## config.mk

```make
export PLATFORM = sky130hd
export DESIGN_NAME = lbpc_top
export DESIGN_NICKNAME = d
export VERILOG_FILES = /design/src/lbpc_pkg.sv /design/src/lbpc_top.sv
export SDC_FILE = /design/constraint.sdc
export NUM_CORES = 1
export LEC_CHECK = 0
export BUFFER_PORTS_ARGS = -buffer_cell sky130_fd_sc_hd__clkbuf_2
export CAP_MARGIN = 20
export CORE_AREA = 2 2 174 159
export CTS_CLUSTER_SIZE = 10
export DETAILED_ROUTE_END_ITERATION = 16
export DIE_AREA = 0 0 176 161
export PLACE_DENSITY = 0.79
export REMOVE_ABC_BUFFERS = 1
export SLEW_MARGIN = 40
export SYNTH_ARGS = -nofsm -noshare
export SYNTH_HDL_FRONTEND = slang
export SYNTH_SLANG_ARGS = --single-unit
export TNS_END_PERCENT = 20
```

## constraint.sdc

```tcl
create_clock -name I_REF_CLK -period 7.71 [get_ports I_REF_CLK]
set_input_delay 0 -clock I_REF_CLK [delete_from_list [all_inputs] [get_ports I_REF_CLK]]
set_output_delay 0 -clock I_REF_CLK [all_outputs]
set_load 0.1 [all_outputs]
```

## src/lbpc_pkg.sv

```systemverilog
// Purpose: shared constants and carriers for the laser bias power control block
// Assumes: 12-bit converter codes, register port with one-cycle read latency
// Notes:   offsets are word indices on the plain register port
package lbpc_pkg;
   localparam int          LBPC_DW          = 12;
   localparam logic [3:0]  LBPC_A_CTRL      = 4'h0;
   localparam logic [3:0]  LBPC_A_TARGET    = 4'h1;
   localparam logic [3:0]  LBPC_A_CAL       = 4'h2;
   localparam logic [3:0]  LBPC_A_MON       = 4'h3;
   localparam logic [3:0]  LBPC_A_BIAS      = 4'h4;
   localparam logic [3:0]  LBPC_A_MOD       = 4'h5;
   localparam logic [3:0]  LBPC_A_TCOMP     = 4'h6;
   localparam logic [3:0]  LBPC_A_PWA       = 4'h7;
   localparam logic [3:0]  LBPC_A_STATUS    = 4'h8;
   // control bit positions
   localparam int          LBPC_B_CLOSED    = 0;
   localparam int          LBPC_B_PULSE_ADJUST_ENABLE    = 1;
   localparam int          LBPC_B_TEMP_EN   = 2;
   localparam logic [11:0] LBPC_CTRL_RST    = 12'h0000;
   localparam logic [11:0] LBPC_ZERO        = 12'h0000;
   localparam logic [11:0] LBPC_MAX         = 12'h0fff;
   localparam logic [11:0] LBPC_LOW_REF     = 12'h0010;
   localparam logic [11:0] LBPC_PWA_MID     = 12'h0800;
   localparam logic [11:0] LBPC_PWA_LO      = 12'h0333;
   localparam logic [11:0] LBPC_PWA_HI      = 12'h0ccc;
   localparam int          LBPC_INT_SHIFT   = 3;
   localparam int          LBPC_LOOP_CYC    = 16;

   typedef enum logic [1:0] {LBPC_IDLE, LBPC_SAMPLE, LBPC_FILTER, LBPC_STEP} lbpc_state_e;

   typedef struct packed {
      logic [3:0]  addr;
      logic [11:0] wdata;
      logic        wr;
      logic        rd;
   } lbpc_bus_s;

   typedef struct packed {
      logic [11:0] bias;
      logic [11:0] mod;
      logic [11:0] pulse_width_adjuster;
      logic        low_rate;
      logic        mod_disc;
      logic        low_ref;
   } lbpc_drive_s;
endpackage : lbpc_pkg

```

## src/lbpc_top.sv

```systemverilog
// Purpose: closed/open loop bias control, powerdown handling, pulse and modulation settings
// Assumes: monitor samples arrive with a one-cycle valid strobe, temperature reading is used every cycle without one
// Notes:   registers on a plain address/strobe port, read data one cycle later
`timescale 1ns/10ps
`default_nettype none
module lbpc_top
   import lbpc_pkg::*;
#(
   parameter int LOOP_CYC = LBPC_LOOP_CYC
) (
   input  wire logic              I_REF_CLK,   // 25 MHz clock
   input  wire logic              I_RESET,     // async reset, active high
   input  wire lbpc_pkg::lbpc_bus_s I_BUS,     // register port request
   output logic [11:0]            O_RDATA,     // read data, cycle after read
   input  wire logic [11:0]       I_PD_SAMPLE, // mirrored photodiode current sample
   input  wire logic              I_PD_VALID,  // sample strobe
   input  wire logic [11:0]       I_TEMP,      // temperature reading
   input  wire logic              I_PWDN,      // powerdown/reset input
   input  wire logic              I_FAULT,     // safety fault, level
   output lbpc_pkg::lbpc_drive_s  O_DRIVE      // converter and mode drive
);
   import lbpc_pkg::*;

   initial begin
      if (LOOP_CYC < 2 || LOOP_CYC > 4096) begin
         $error("LOOP_CYC out of range");
      end
   end

   typedef struct packed {
      lbpc_state_e st;
      logic [11:0] ctrl;
      logic [11:0] target;
      logic [11:0] cal;
      logic [11:0] mon;
      logic [14:0] integ;
      logic [11:0] bias;
      logic [11:0] mod_set;
      logic [11:0] tcomp;
      logic [11:0] pwa_set;
      logic [11:0] rdata;
      logic [12:0] tick;
      lbpc_drive_s drv;
      logic        live;
   } lbpc_state_s;

   lbpc_state_s r;
   lbpc_state_s next_r;

   function automatic logic [11:0] sat_add(input logic [11:0] a, input logic [12:0] d_signed);
      logic [13:0] s;
      s = {2'b00, a} + {d_signed[12], d_signed};
      if (s[13]) begin
         sat_add = LBPC_ZERO;
      end else if (s[12]) begin
         sat_add = LBPC_MAX;
      end else begin
         sat_add = s[11:0];
      end
   endfunction : sat_add

   logic [11:0] filt;
   logic [12:0] err;
   logic [12:0] step;
   logic [23:0] tprod;
   logic [11:0] mod_eff;
   logic [11:0] pwa_eff;

   always_comb begin
      filt  = r.integ[14:3];
      err   = {1'b0, r.cal} - {1'b0, filt};
      step  = err[12] ? 13'h1fff : ((err == 13'h0000) ? 13'h0000 : 13'h0001);
      // ratio is tcomp/256 of the temperature reading
      tprod = I_TEMP * r.tcomp;
      // a ratio product above 12 bits saturates instead of being cut short
      mod_eff = !r.ctrl[LBPC_B_TEMP_EN] ? r.mod_set :
                (|tprod[23:20]) ? LBPC_MAX : sat_add(r.mod_set, {1'b0, tprod[19:8]});
      // pulse width clamp
      // span limits keep the adjuster inside its usable window
      if (!r.ctrl[LBPC_B_PULSE_ADJUST_ENABLE]) begin
         pwa_eff = LBPC_PWA_MID;
      end else if (r.pwa_set < LBPC_PWA_LO) begin
         pwa_eff = LBPC_PWA_LO;
      end else if (r.pwa_set > LBPC_PWA_HI) begin
         pwa_eff = LBPC_PWA_HI;
      end else begin
         pwa_eff = r.pwa_set;
      end
   end

   always_comb begin
      next_r = r;
      next_r.rdata = LBPC_ZERO;
      next_r.live  = 1'b1;
      if (I_BUS.wr) begin
         case (I_BUS.addr)
            LBPC_A_CTRL:   next_r.ctrl    = I_BUS.wdata & 12'h0007;
            LBPC_A_TARGET: next_r.target  = I_BUS.wdata;
            LBPC_A_CAL:    next_r.cal     = I_BUS.wdata;
            LBPC_A_MOD:    next_r.mod_set = I_BUS.wdata;
            LBPC_A_TCOMP:  next_r.tcomp   = I_BUS.wdata;
            LBPC_A_PWA:    next_r.pwa_set = I_BUS.wdata;
            default:       next_r.ctrl    = r.ctrl;
         endcase
      end
      if (I_BUS.rd) begin
         case (I_BUS.addr)
            LBPC_A_CTRL:   next_r.rdata = r.ctrl;
            LBPC_A_TARGET: next_r.rdata = r.target;
            LBPC_A_CAL:    next_r.rdata = r.cal;
            LBPC_A_MON:    next_r.rdata = r.mon;
            LBPC_A_BIAS:   next_r.rdata = r.bias;
            LBPC_A_MOD:    next_r.rdata = r.mod_set;
            LBPC_A_TCOMP:  next_r.rdata = r.tcomp;
            LBPC_A_PWA:    next_r.rdata = r.pwa_set;
            LBPC_A_STATUS: next_r.rdata = {8'h00, I_PWDN, I_FAULT, 2'(r.st)};
            default:       next_r.rdata = LBPC_ZERO;
         endcase
      end
      if (I_PD_VALID) begin
         next_r.mon = I_PD_SAMPLE;
      end
      next_r.tick = (r.tick >= 13'(LOOP_CYC - 1)) ? 13'h0000 : r.tick + 13'h0001;
      if (r.ctrl[LBPC_B_CLOSED]) begin
         case (r.st)
            LBPC_IDLE: begin
               if (r.tick == 13'h0000) begin
                  next_r.st = LBPC_SAMPLE;
               end
            end
            LBPC_SAMPLE: next_r.st = LBPC_FILTER;
            LBPC_FILTER: begin
               next_r.integ = r.integ - {3'b000, r.integ[14:3]} + {3'b000, r.mon};
               next_r.st    = LBPC_STEP;
            end
            LBPC_STEP: begin
               // bias follows calibrated target, not the setting
               next_r.bias = sat_add(r.bias, step);
               next_r.st   = LBPC_IDLE;
            end
            default: next_r.st = LBPC_IDLE;
         endcase
      end else begin
         next_r.st = LBPC_IDLE;
         // open loop: setting drives bias directly, firmware may rewrite
         next_r.bias = r.target;
      end
      next_r.drv.pulse_width_adjuster      = pwa_eff;
      next_r.drv.low_rate = I_PWDN;
      next_r.drv.low_ref  = I_PWDN;
      next_r.drv.mod_disc = I_PWDN;
      // bias held unless fault disables it or powerdown drops it to the low reference
      if (I_FAULT) begin
         next_r.drv.bias = LBPC_ZERO;
      end else if (I_PWDN) begin
         next_r.drv.bias = LBPC_LOW_REF;
      end else begin
         next_r.drv.bias = next_r.bias;
      end
      // modulation zeroed in powerdown or fault, else compensated
      if (I_FAULT || I_PWDN) begin
         next_r.drv.mod = LBPC_ZERO;
      end else begin
         next_r.drv.mod = mod_eff;
      end
   end

   always_ff @(posedge I_REF_CLK or posedge I_RESET) begin
      if (I_RESET) begin
         r <= '0;
      end else begin
         r <= next_r;
      end
   end

   assign O_RDATA = r.rdata;
   assign O_DRIVE = r.drv;

   // checks wait for live so no attempt straddles the reset release edge

   a_mon_update: assert property (@(posedge I_REF_CLK) disable iff (I_RESET || !r.live)
      I_PD_VALID |=> r.mon == $past(I_PD_SAMPLE))
      else $error("monitor not updated");

   a_mon_hold: assert property (@(posedge I_REF_CLK) disable iff (I_RESET || !r.live)
      !I_PD_VALID |=> r.mon == $past(r.mon))
      else $error("monitor changed without sample");

   a_mon_read: assert property (@(posedge I_REF_CLK) disable iff (I_RESET || !r.live)
      (I_BUS.rd && I_BUS.addr == LBPC_A_MON) |=> O_RDATA == $past(r.mon))
      else $error("monitor read wrong");

   a_target_wr: assert property (@(posedge I_REF_CLK) disable iff (I_RESET || !r.live)
      (I_BUS.wr && I_BUS.addr == LBPC_A_TARGET) |=> r.target == $past(I_BUS.wdata))
      else $error("target write lost");

   a_open_follow: assert property (@(posedge I_REF_CLK) disable iff (I_RESET || !r.live)
      (!r.ctrl[0] && !I_BUS.wr) ##1 (!r.ctrl[0] && !I_BUS.wr) |=> r.bias == $past(r.target, 2))
      else $error("open loop bias not target");

   a_open_drive: assert property (@(posedge I_REF_CLK) disable iff (I_RESET || !r.live)
      (!I_FAULT && !I_PWDN) |=> O_DRIVE.bias == r.bias)
      else $error("bias drive not held");

   a_pd_low: assert property (@(posedge I_REF_CLK) disable iff (I_RESET || !r.live)
      (I_PWDN && !I_FAULT) |=> (O_DRIVE.low_rate && O_DRIVE.bias == LBPC_LOW_REF))
      else $error("powerdown bias wrong");

   a_pd_ref: assert property (@(posedge I_REF_CLK) disable iff (I_RESET || !r.live)
      I_PWDN |=> O_DRIVE.low_ref)
      else $error("low reference not selected");

   a_pd_leave: assert property (@(posedge I_REF_CLK) disable iff (I_RESET || !r.live)
      !I_PWDN |=> (!O_DRIVE.low_rate && !O_DRIVE.low_ref && !O_DRIVE.mod_disc))
      else $error("powerdown flags stuck");

   a_pd_mod: assert property (@(posedge I_REF_CLK) disable iff (I_RESET || !r.live)
      I_PWDN |=> O_DRIVE.mod == 12'h0000 && O_DRIVE.mod_disc)
      else $error("modulation not cut");

   a_fault_off: assert property (@(posedge I_REF_CLK) disable iff (I_RESET || !r.live)
      I_FAULT |=> O_DRIVE.bias == 12'h0000)
      else $error("fault did not disable bias");

   a_fault_mod: assert property (@(posedge I_REF_CLK) disable iff (I_RESET || !r.live)
      I_FAULT |=> O_DRIVE.mod == 12'h0000)
      else $error("fault did not disable modulation");

   a_pwa_mid: assert property (@(posedge I_REF_CLK) disable iff (I_RESET || !r.live)
      !r.ctrl[1] |=> O_DRIVE.pulse_width_adjuster == LBPC_PWA_MID)
      else $error("pulse adjust not mid");

   a_pwa_span: assert property (@(posedge I_REF_CLK) disable iff (I_RESET || !r.live)
      1'b1 |=> (O_DRIVE.pulse_width_adjuster >= LBPC_PWA_LO && O_DRIVE.pulse_width_adjuster <= LBPC_PWA_HI))
      else $error("pulse adjust out of span");

   a_pwa_pass: assert property (@(posedge I_REF_CLK) disable iff (I_RESET || !r.live)
      (r.ctrl[1] && r.pwa_set >= LBPC_PWA_LO && r.pwa_set <= LBPC_PWA_HI) |=> O_DRIVE.pulse_width_adjuster == $past(r.pwa_set))
      else $error("pulse setting not applied");

   a_pwa_clamp: assert property (@(posedge I_REF_CLK) disable iff (I_RESET || !r.live)
      (r.ctrl[1] && r.pwa_set < LBPC_PWA_LO) |=> O_DRIVE.pulse_width_adjuster == LBPC_PWA_LO)
      else $error("pulse setting not clamped");

   a_step_dir: assert property (@(posedge I_REF_CLK) disable iff (I_RESET || !r.live)
      (r.ctrl[0] && r.st == LBPC_STEP && !err[12] && err != 13'h0000 && r.bias != 12'h0fff)
      |=> r.bias == $past(r.bias) + 12'h001)
      else $error("bias not stepped up");

   a_step_down: assert property (@(posedge I_REF_CLK) disable iff (I_RESET || !r.live)
      (r.ctrl[0] && r.st == LBPC_STEP && err[12] && r.bias != 12'h0000)
      |=> r.bias == $past(r.bias) - 12'h001)
      else $error("bias not stepped down");

   a_filter_upd: assert property (@(posedge I_REF_CLK) disable iff (I_RESET || !r.live)
      (r.ctrl[0] && r.st == LBPC_FILTER)
      |=> r.integ == $past(r.integ) - ($past(r.integ) >> 3) + 15'($past(r.mon)))
      else $error("integrator not updated");

   a_hold_eq: assert property (@(posedge I_REF_CLK) disable iff (I_RESET || !r.live)
      (r.ctrl[0] && r.st == LBPC_STEP && err == 13'h0000) |=> r.bias == $past(r.bias))
      else $error("bias moved on target");

   a_closed_ignore: assert property (@(posedge I_REF_CLK) disable iff (I_RESET || !r.live)
      (r.ctrl[0] && r.st != LBPC_STEP) |=> r.bias == $past(r.bias))
      else $error("closed loop bias moved off step");

   a_no_wrap: assert property (@(posedge I_REF_CLK) disable iff (I_RESET || !r.live)
      (r.ctrl[0] && r.st == LBPC_STEP && r.bias == 12'h0fff && !err[12]) |=> r.bias == 12'h0fff)
      else $error("bias wrapped");

   a_no_under: assert property (@(posedge I_REF_CLK) disable iff (I_RESET || !r.live)
      (r.ctrl[0] && r.st == LBPC_STEP && r.bias == 12'h0000 && (err[12] || err == 13'h0000))
      |=> r.bias == 12'h0000)
      else $error("bias wrapped below zero");

   a_loop_run: assert property (@(posedge I_REF_CLK) disable iff (I_RESET || !r.live)
      (r.ctrl[0] && r.st == LBPC_SAMPLE) |=> r.st == LBPC_FILTER ##1 r.st == LBPC_STEP)
      else $error("loop sequence broken");

   a_loop_start: assert property (@(posedge I_REF_CLK) disable iff (I_RESET || !r.live)
      (r.ctrl[0] && r.st == LBPC_IDLE && r.tick == 13'h0000) |=> r.st == LBPC_SAMPLE)
      else $error("loop did not start");

   a_idle_open: assert property (@(posedge I_REF_CLK) disable iff (I_RESET || !r.live)
      !r.ctrl[0] |=> r.st == LBPC_IDLE)
      else $error("state machine ran in open loop");

   a_temp_comp: assert property (@(posedge I_REF_CLK) disable iff (I_RESET || !r.live)
      (!I_PWDN && !I_FAULT && !r.ctrl[2]) |=> O_DRIVE.mod == $past(r.mod_set))
      else $error("modulation wrong without comp");

   a_temp_add: assert property (@(posedge I_REF_CLK) disable iff (I_RESET || !r.live)
      (!I_PWDN && !I_FAULT && r.ctrl[2]) |=> O_DRIVE.mod >= $past(r.mod_set))
      else $error("compensated modulation below setting");

   c_closed: cover property (@(posedge I_REF_CLK) r.st == LBPC_STEP);
   c_pwdn: cover property (@(posedge I_REF_CLK) I_PWDN ##1 !I_PWDN);
   c_fault: cover property (@(posedge I_REF_CLK) I_FAULT && r.ctrl[0]);
   c_open: cover property (@(posedge I_REF_CLK) !r.ctrl[0] && O_DRIVE.bias != 12'h0000);
   c_pwa_hi: cover property (@(posedge I_REF_CLK) r.ctrl[1] && O_DRIVE.pulse_width_adjuster == LBPC_PWA_HI);
endmodule : lbpc_top
`default_nettype wire

```

==> reports/summary.md, run 1 <==
The count of cells along the worst hold path came out at 3. Data arrives at the worst endpoint at 7.29 ns. The path type of the worst min-delay path is in2reg. For this run, the top clock speed supported by timing is 143 MHz.

In this run, synthesis produced a sequential element count of 166. The sequential share of the synthesized area is 29.0%. The tools report the die area as 28300 sq um. Max-cap violations in this run came to 0. The antenna diode count is 0. For the worst-skew pair, the clock arrives at the later sink with an insertion delay of 0.44 ns. For this run, the leading register cell type out of synthesis is dfrtp_1.

The finished layout holds 1901 standard cells, fillers aside. The total number of yosys warnings is 0, and the average wire per cell in the routed design is 19.0 microns. Counting along the longest clock path gives a buffer depth of 2. The maximum fanout along the worst path was 14; the final setup violation count was 0.

The global-route usage over all layers was 26.3%. Between clock sinks in the finished design, the worst skew comes to 0.0128 ns. The post-route DRC violation count was 0; the aggregate negative setup slack was 0 ns. The HPWL after detailed placement was 27.9 mm. The cell count after synthesis came out at 1488. STA classifies the critical path endpoint as a flip-flop.

Setup repair after global routing left no endpoint under its margin. Prior to clock tree synthesis, the placed netlist has a worst setup slack of 0.790 ns. The number of hold violations in the final report is 0.

The worst path uses 90.5% of the clock period. The average instance area after synthesis came out at 9.62 sq um. The largest total area in the synthesized netlist belongs to dfrtp_1. After clock tree synthesis, the repair step resized 0 gates. Once placement completed, the tool counted placed cells totaling 1843. Clock-pin slew was measured on the worst setup and hold paths at 0.07 ns. After floorplanning, the core was sized to cover 26600 sq um. The tools report the number of rows created at floorplan as 57. Area share of the largest cell type after synthesis: 29.0%. For the number of distinct standard cells referenced by the synthesized netlist, the log shows 72. The initial cell density of the core came out at 53.8%.

The tools report the H-tree depth as 4. The transition time at the pin with the least slew margin came out at 0.775 ns. The tools report the relative slew slack as 48.2%. The worst setup path is launched from a flip-flop.

The first TritonRoute pass finished after 5 iterations. For this block, the via count after detailed routing is 10900. The via count of the first global-routing pass is 10800.

Relative to the synthesized area, the layout overhead comes to 8.79%. After detailed routing, the total wire length is 36.1 mm. In the synthesized netlist the async set-or-reset flop fraction comes to 100%. In this run, the number of DRC markers left after iteration 0 of detailed routing was 1071. The flow ran to the end, and the final reports show no timing, DRC or antenna violations. In this run the vertical extent of the chip is 161 microns. Entering global routing, the biggest net connects 110 pins. Measured in cells, the most critical reg-to-reg path has a length of 23. TritonCTS built the clock tree. Global routing finished with a remaining overflow of 0. The library cell used as clock root buffer is clkbuf_16. The first global-routing pass estimated 57.9 mm of wire. Across all setup checks in the final design, the least slack found is 0.734 ns.

In this run the tool buffered the top-level ports with 97 buffer cells. STA puts the critical path data required time at 8.02 ns. The tools report the final-report max-slew violation count as 0.

Using the TritonRoute via totals, the vias-per-cell ratio works out to 5.75. Hold timing on the final database bottoms out at a slack of 0.0787 ns. The routed design could run at a clock period as short as 6.98 ns. In this run, synthesis inferred 0 flip-flops with an integrated enable. For the count of nets after finishing, the log shows 1813. At the end of routability-driven placement, the weighted congestion stood at 0.953. The worst setup path is of the reg2reg kind. Yosys attributes the largest share of cell area to dfrtp_1 29%, fa_1 16%, ha_1 10%. Counting the buffers created by CTS gives 17. Measured along the x axis, the die boundary spans 176 microns.

The post-route netlist has 15.2% of its cells at a drive strength greater than 1. The detail route stage leaves a number of antenna-violating nets equal to 0. The top-level I/O count is 98.

The run gives 1 as the initial antenna violation count. The clock drives 166 sinks. The post-synthesis cell area was 14300 sq um.
synthesized netlist by cell type (all sizes together) (7+ instances only):
cell type and instances:
fa 114, ha 117, and2 64, a22oi 19, o221a 7, nor3 27, nor2 73, o21a 17
xnor2 24, o21ai 72, xor2 24, nand3 16, buf 55, a21oi 48, a21o 10, nor2b 18
o211ai 13, mux2 71, dfrtp 166, inv 192, nand2b 17, clkbuf 52, mux2i 10, a311oi 8
a31oi 33, nand2 146
layout by cell type, fill, tap and decap left out, types with 23 or more instances in the layout:
master / n
inv_1: 191
dfrtp_1: 166
nand2_1: 145
ha_1: 117
fa_1: 114
clkbuf_2: 97
mux2_2: 71
nor2_1: 67
o21ai_0: 65
and2_1: 64
a21oi_1: 44
a31oi_1: 32
nor3_1: 27
dlygate4sd3_1: 27
xnor2_1: 24
xor2_1: 23
cell type report:
cell class                 count  area, sq um
fill                        2224        11000
multi-input combinational   1031         8870
sequential                   166         4150
timing repair buffer         127          778
inverter                     192          733
clock buffer                  22          494
tap                          354          443
clock inverter                 9         90.1
sequential cells by signal, indices dropped and copies added (netlist names):
register / count
O_DRIVE: 37
O_RDATA: 12
filt: 12
r: 105
timing repair:
action / 4_1_cts / 5_1_grt
hold endpoints to repair: 179 / 0
setup buffers: 0 / 0
hold buffers: 27 / 0
metal layers:
layer	track usage [%]	share of wire, %	vias to the layer above
met5	0	0.050	-
met4	8.56	3.1	2
met3	5.81	8.0	92
met2	39.7	44	457
met1	38.0	45	5386
li1	-	-	4995
kinds of logic (layout without fill, tap and decap cells):
family | Yosys count | in the layout | synth area share [%]
muxes | 81 | 81 | 6.38
and+or+nand+nor | 385 | 385 | 12.9
AOI/OAI and AO/OA | 277 | 277 | 13.2
xor gates and xnor gates | 48 | 48 | 2.94
buffers and inverters | 299 | 350 | 9.27
other | 1 | 9 | 0.0262
DFF | 166 | 166 | 29.0
adders and majority gates | 231 | 231 | 26.2
critical path, stage by stage, from the launching register on:
cell	delay [ns]
dfrtp_1	0.70
nand2_1	0.17
fa_1	0.54
fa_1	0.54
inv_1	0.05
fa_1	0.50
fa_1	0.57
fa_1	0.51
ha_1	0.23
nor3_1	0.20
nand2b_1	0.08
a21oi_1	0.28
nor2_1	0.12
xor2_1	0.16
ha_1	0.35
a21o_1	0.20
a21oi_1	0.12
o21ai_0	0.14
a21oi_1	0.25
o21ai_0	0.17
a31oi_1	0.20
and4b_1	0.41
nand2_4	0.11
o221a_1	0.25
through the flow:
step | util, % | area, sq um
final | 58.5 | 15600
after global routing | 58.5 | 15600
after CTS | 58.5 | 15600
after detailed placement | 55.3 | 14700
after global placement | 55.2 | 14700
after floorplan | - | 13700
path summary, 6_finish.rpt:
kind                               endpoint  slack [ns]  startpoint
worst max register to register  O_DRIVE[23]        0.73       r[88]
worst min-delay path                 r[166]        0.08    I_BUS[1]
max in group asynchronous            r[105]        6.46     I_RESET
min in group asynchronous           filt[9]        0.12     I_RESET
worst min register to register       r[115]        0.48      r[115]
worst max-delay path            O_DRIVE[23]        0.73       r[88]
Power of run 1 is not shown: default switching activity piles up to over one toggle a cycle in this logic, so the estimate is an artifact.
==> run 2: changes to the inputs <==
Clock period 7.71 ns to 8 ns, I/O delays scaled along.
==> run 2 against run 1 <==
Net effect:
- cell count unchanged
- global-route usage increased by 0.35 points
- core utilization increased by 0.099 points
- routed wire length increased by 0.59%
- register-to-register slack improved by 0.25 ns
- critical path type unchanged
- largest cell class unchanged
==> reports/summary.md, run 2 (same netlist as run 1, synthesis figures left out) <==
Once the floorplan was initialized, standard cells occupied 53.8% of the core. The run gives 26600 sq um as the area of the core. Entering global routing, the biggest net connects 111 pins. Clock-pin slew was measured on the worst setup and hold paths at 0.06 ns. The final-report max-slew violation count was 0.

Setup violations remaining at the end of the flow were counted as 0. The maximum fanout along the worst path is 14, and the number of port buffers is 97. Number of non-filler instances in the completed layout: 1901. Measured against its own limit, the worst slew margin works out to 48.6%. The tools report the sum of routed wire length over all layers as 36.3 mm. The share of layout cells above drive strength 1 is 15.1%, and the top-level I/O count is 98.

The ratio of routed vias to standard cells was 5.83. Clock skew on the completed layout was measured at 0.00938 ns. The critical path in this run is classified as reg2reg. The worst path uses 87.7% of the clock period.

Once placement finished, the instance area stood at 14700 sq um. The number of flip-flops under the largest register name was 105; the antenna diode count was 0. The total overflow left after global routing is 0.

TritonCTS created 17 clock buffers. Data on the critical path is required at its endpoint by 8.31 ns. The number of cells after detailed placement was 1843. The first routing iteration left 1040 violations. The startpoint type of the worst setup path was a flip-flop. Max-cap violations in this run came to 0. The library cells used most frequently in the layout, excluding fill and tap cells, are 191 x inv_1, 166 x dfrtp_1, 144 x nand2_1. The average wire per cell in the routed design is 19.1 microns. The number of hold violations in the final report was 0. The minimum clock period after layout was 7.02 ns.

The register bank with the most flops was r. Once detail routing completed, the nets flagged for antenna violations numbered 0. The global-route usage over all layers is 26.7%. The count of nets after finishing came out at 1813. The initial antenna violation count was 0; the first-pass GRT wire length was 58.9 mm. Path type of the worst min-delay path: in2reg. The flow ran to the end, and the final reports show no timing, DRC or antenna violations. The HPWL after detailed placement was 27.6 mm; the via count of the first global-routing pass was 11100. The first detailed-routing pass took 5 iterations. The highest attainable clock frequency is 143 MHz, and the post-route DRC violation count is 0.

The die area was 28300 sq um; the number of buffers on the longest clock path was 2. Setup repair after global routing left no endpoint under its margin. The transition time at the pin with the least slew margin works out to 0.770 ns. TritonCTS built the clock tree.

CTS placed an instance of clkbuf_16 at the clock tree root. For the worst-skew pair, the clock arrives at the later sink with an insertion delay of 0.43 ns. The die is 161 microns tall. The commonest non-fill, non-tap cell in the layout was inv_1. The tools report the arrival time of the worst setup path as 7.33 ns. Kind of capture point of the worst setup path: a flip-flop.

The total number of clock tree sinks came out at 166. The largest registers in the layout are r (105), O_DRIVE (37). Compared with the post-synthesis result, the final layout area differs by 8.97%. The finished cells cover 15600 sq um. The die span in x is 176 microns. The number of rows created at floorplan came out at 57.

After routing, the total negative slack on setup checks comes to 0 ns. The H-tree generated during clock tree synthesis spans 4 levels. The weighted congestion reported at the end of routability-driven placement was 0.951.

Via count: 11100.
## run 2: cell count changes in the layout (fill, tap and decap cells not counted), sizes merged
cell	previous run	this run
bufinv	1	3
clkinvlp	2	3
clkbuf	119	118
inv	194	192
## run 2: path summary, 6_finish.rpt
kind	slack [ns]	depth (start not counted)	start	endpoint
max in group asynchronous	6.72	4	I_RESET	r[104]
worst min-delay path	0.08	3	I_PD_VALID	r[130]
min in group asynchronous	0.16	3	I_RESET	filt[10]
worst max register to register	0.98	26	r[82]	O_DRIVE[23]
worst max-delay path	0.98	26	r[82]	O_DRIVE[23]
worst min register to register	0.49	2	r[114]	r[114]
## run 2: worst max-delay path, stage by stage, from the launching register on
cell      delay [ns]
dfrtp_1         0.63
nand2_1         0.15
fa_1            0.58
fa_1            0.44
fa_1            0.51
inv_1           0.06
fa_1            0.54
inv_1           0.06
fa_1            0.53
inv_1           0.04
ha_1            0.22
nor3_1          0.25
nand2b_1        0.08
a21oi_1         0.28
nor2_1          0.13
a21oi_1         0.23
o21bai_1        0.12
a21oi_1         0.18
xnor2_1         0.10
ha_1            0.21
a21o_1          0.19
a21oi_1         0.20
o21ai_0         0.19
a31oi_1         0.20
and4b_1         0.41
nand2_4         0.12
o221a_1         0.26
## run 2: layer usage
layer  up-vias  track usage [%]  part of all wire (%)
met2       516             41.5                    46
met4         0             7.66                   2.4
met1      5504             37.7                    43
met5         -                0                     0
li1       4993                -                     -
met3        74             6.00                   8.7
## run 2: layout make-up
cell class                 instances  area, sq um
fill                            2229        11000
multi-input combinational       1031         8870
inverter                         192          733
tap                              354          443
clock inverter                    10          148
timing repair buffer             127          778
sequential                       166         4150
clock buffer                      21          460
## run 2: repair_timing
item / 4_1_cts / 5_1_grt
hold buffers: 27 / 0
hold endpoints to repair: 183 / 0
gates resized for setup: 0 / 0
buffers inserted: 0 / 0
## run 2: stage by stage
| step | hold WS, ns | worst slack (ns) | utilization [%] |
|---|---|---|---|
| after floorplan | 0.0314 | 1.78 | - |
| after global placement | 0.207 | 1.33 | 55.2 |
| after detailed placement | 0.205 | 1.14 | 55.3 |
| after CTS | 0.0647 | 1.02 | 58.6 |
| after global routing | 0.0938 | 0.578 | 58.6 |
| final | 0.0794 | 0.983 | 58.6 |
Power of run 2 is left out for the same reason.
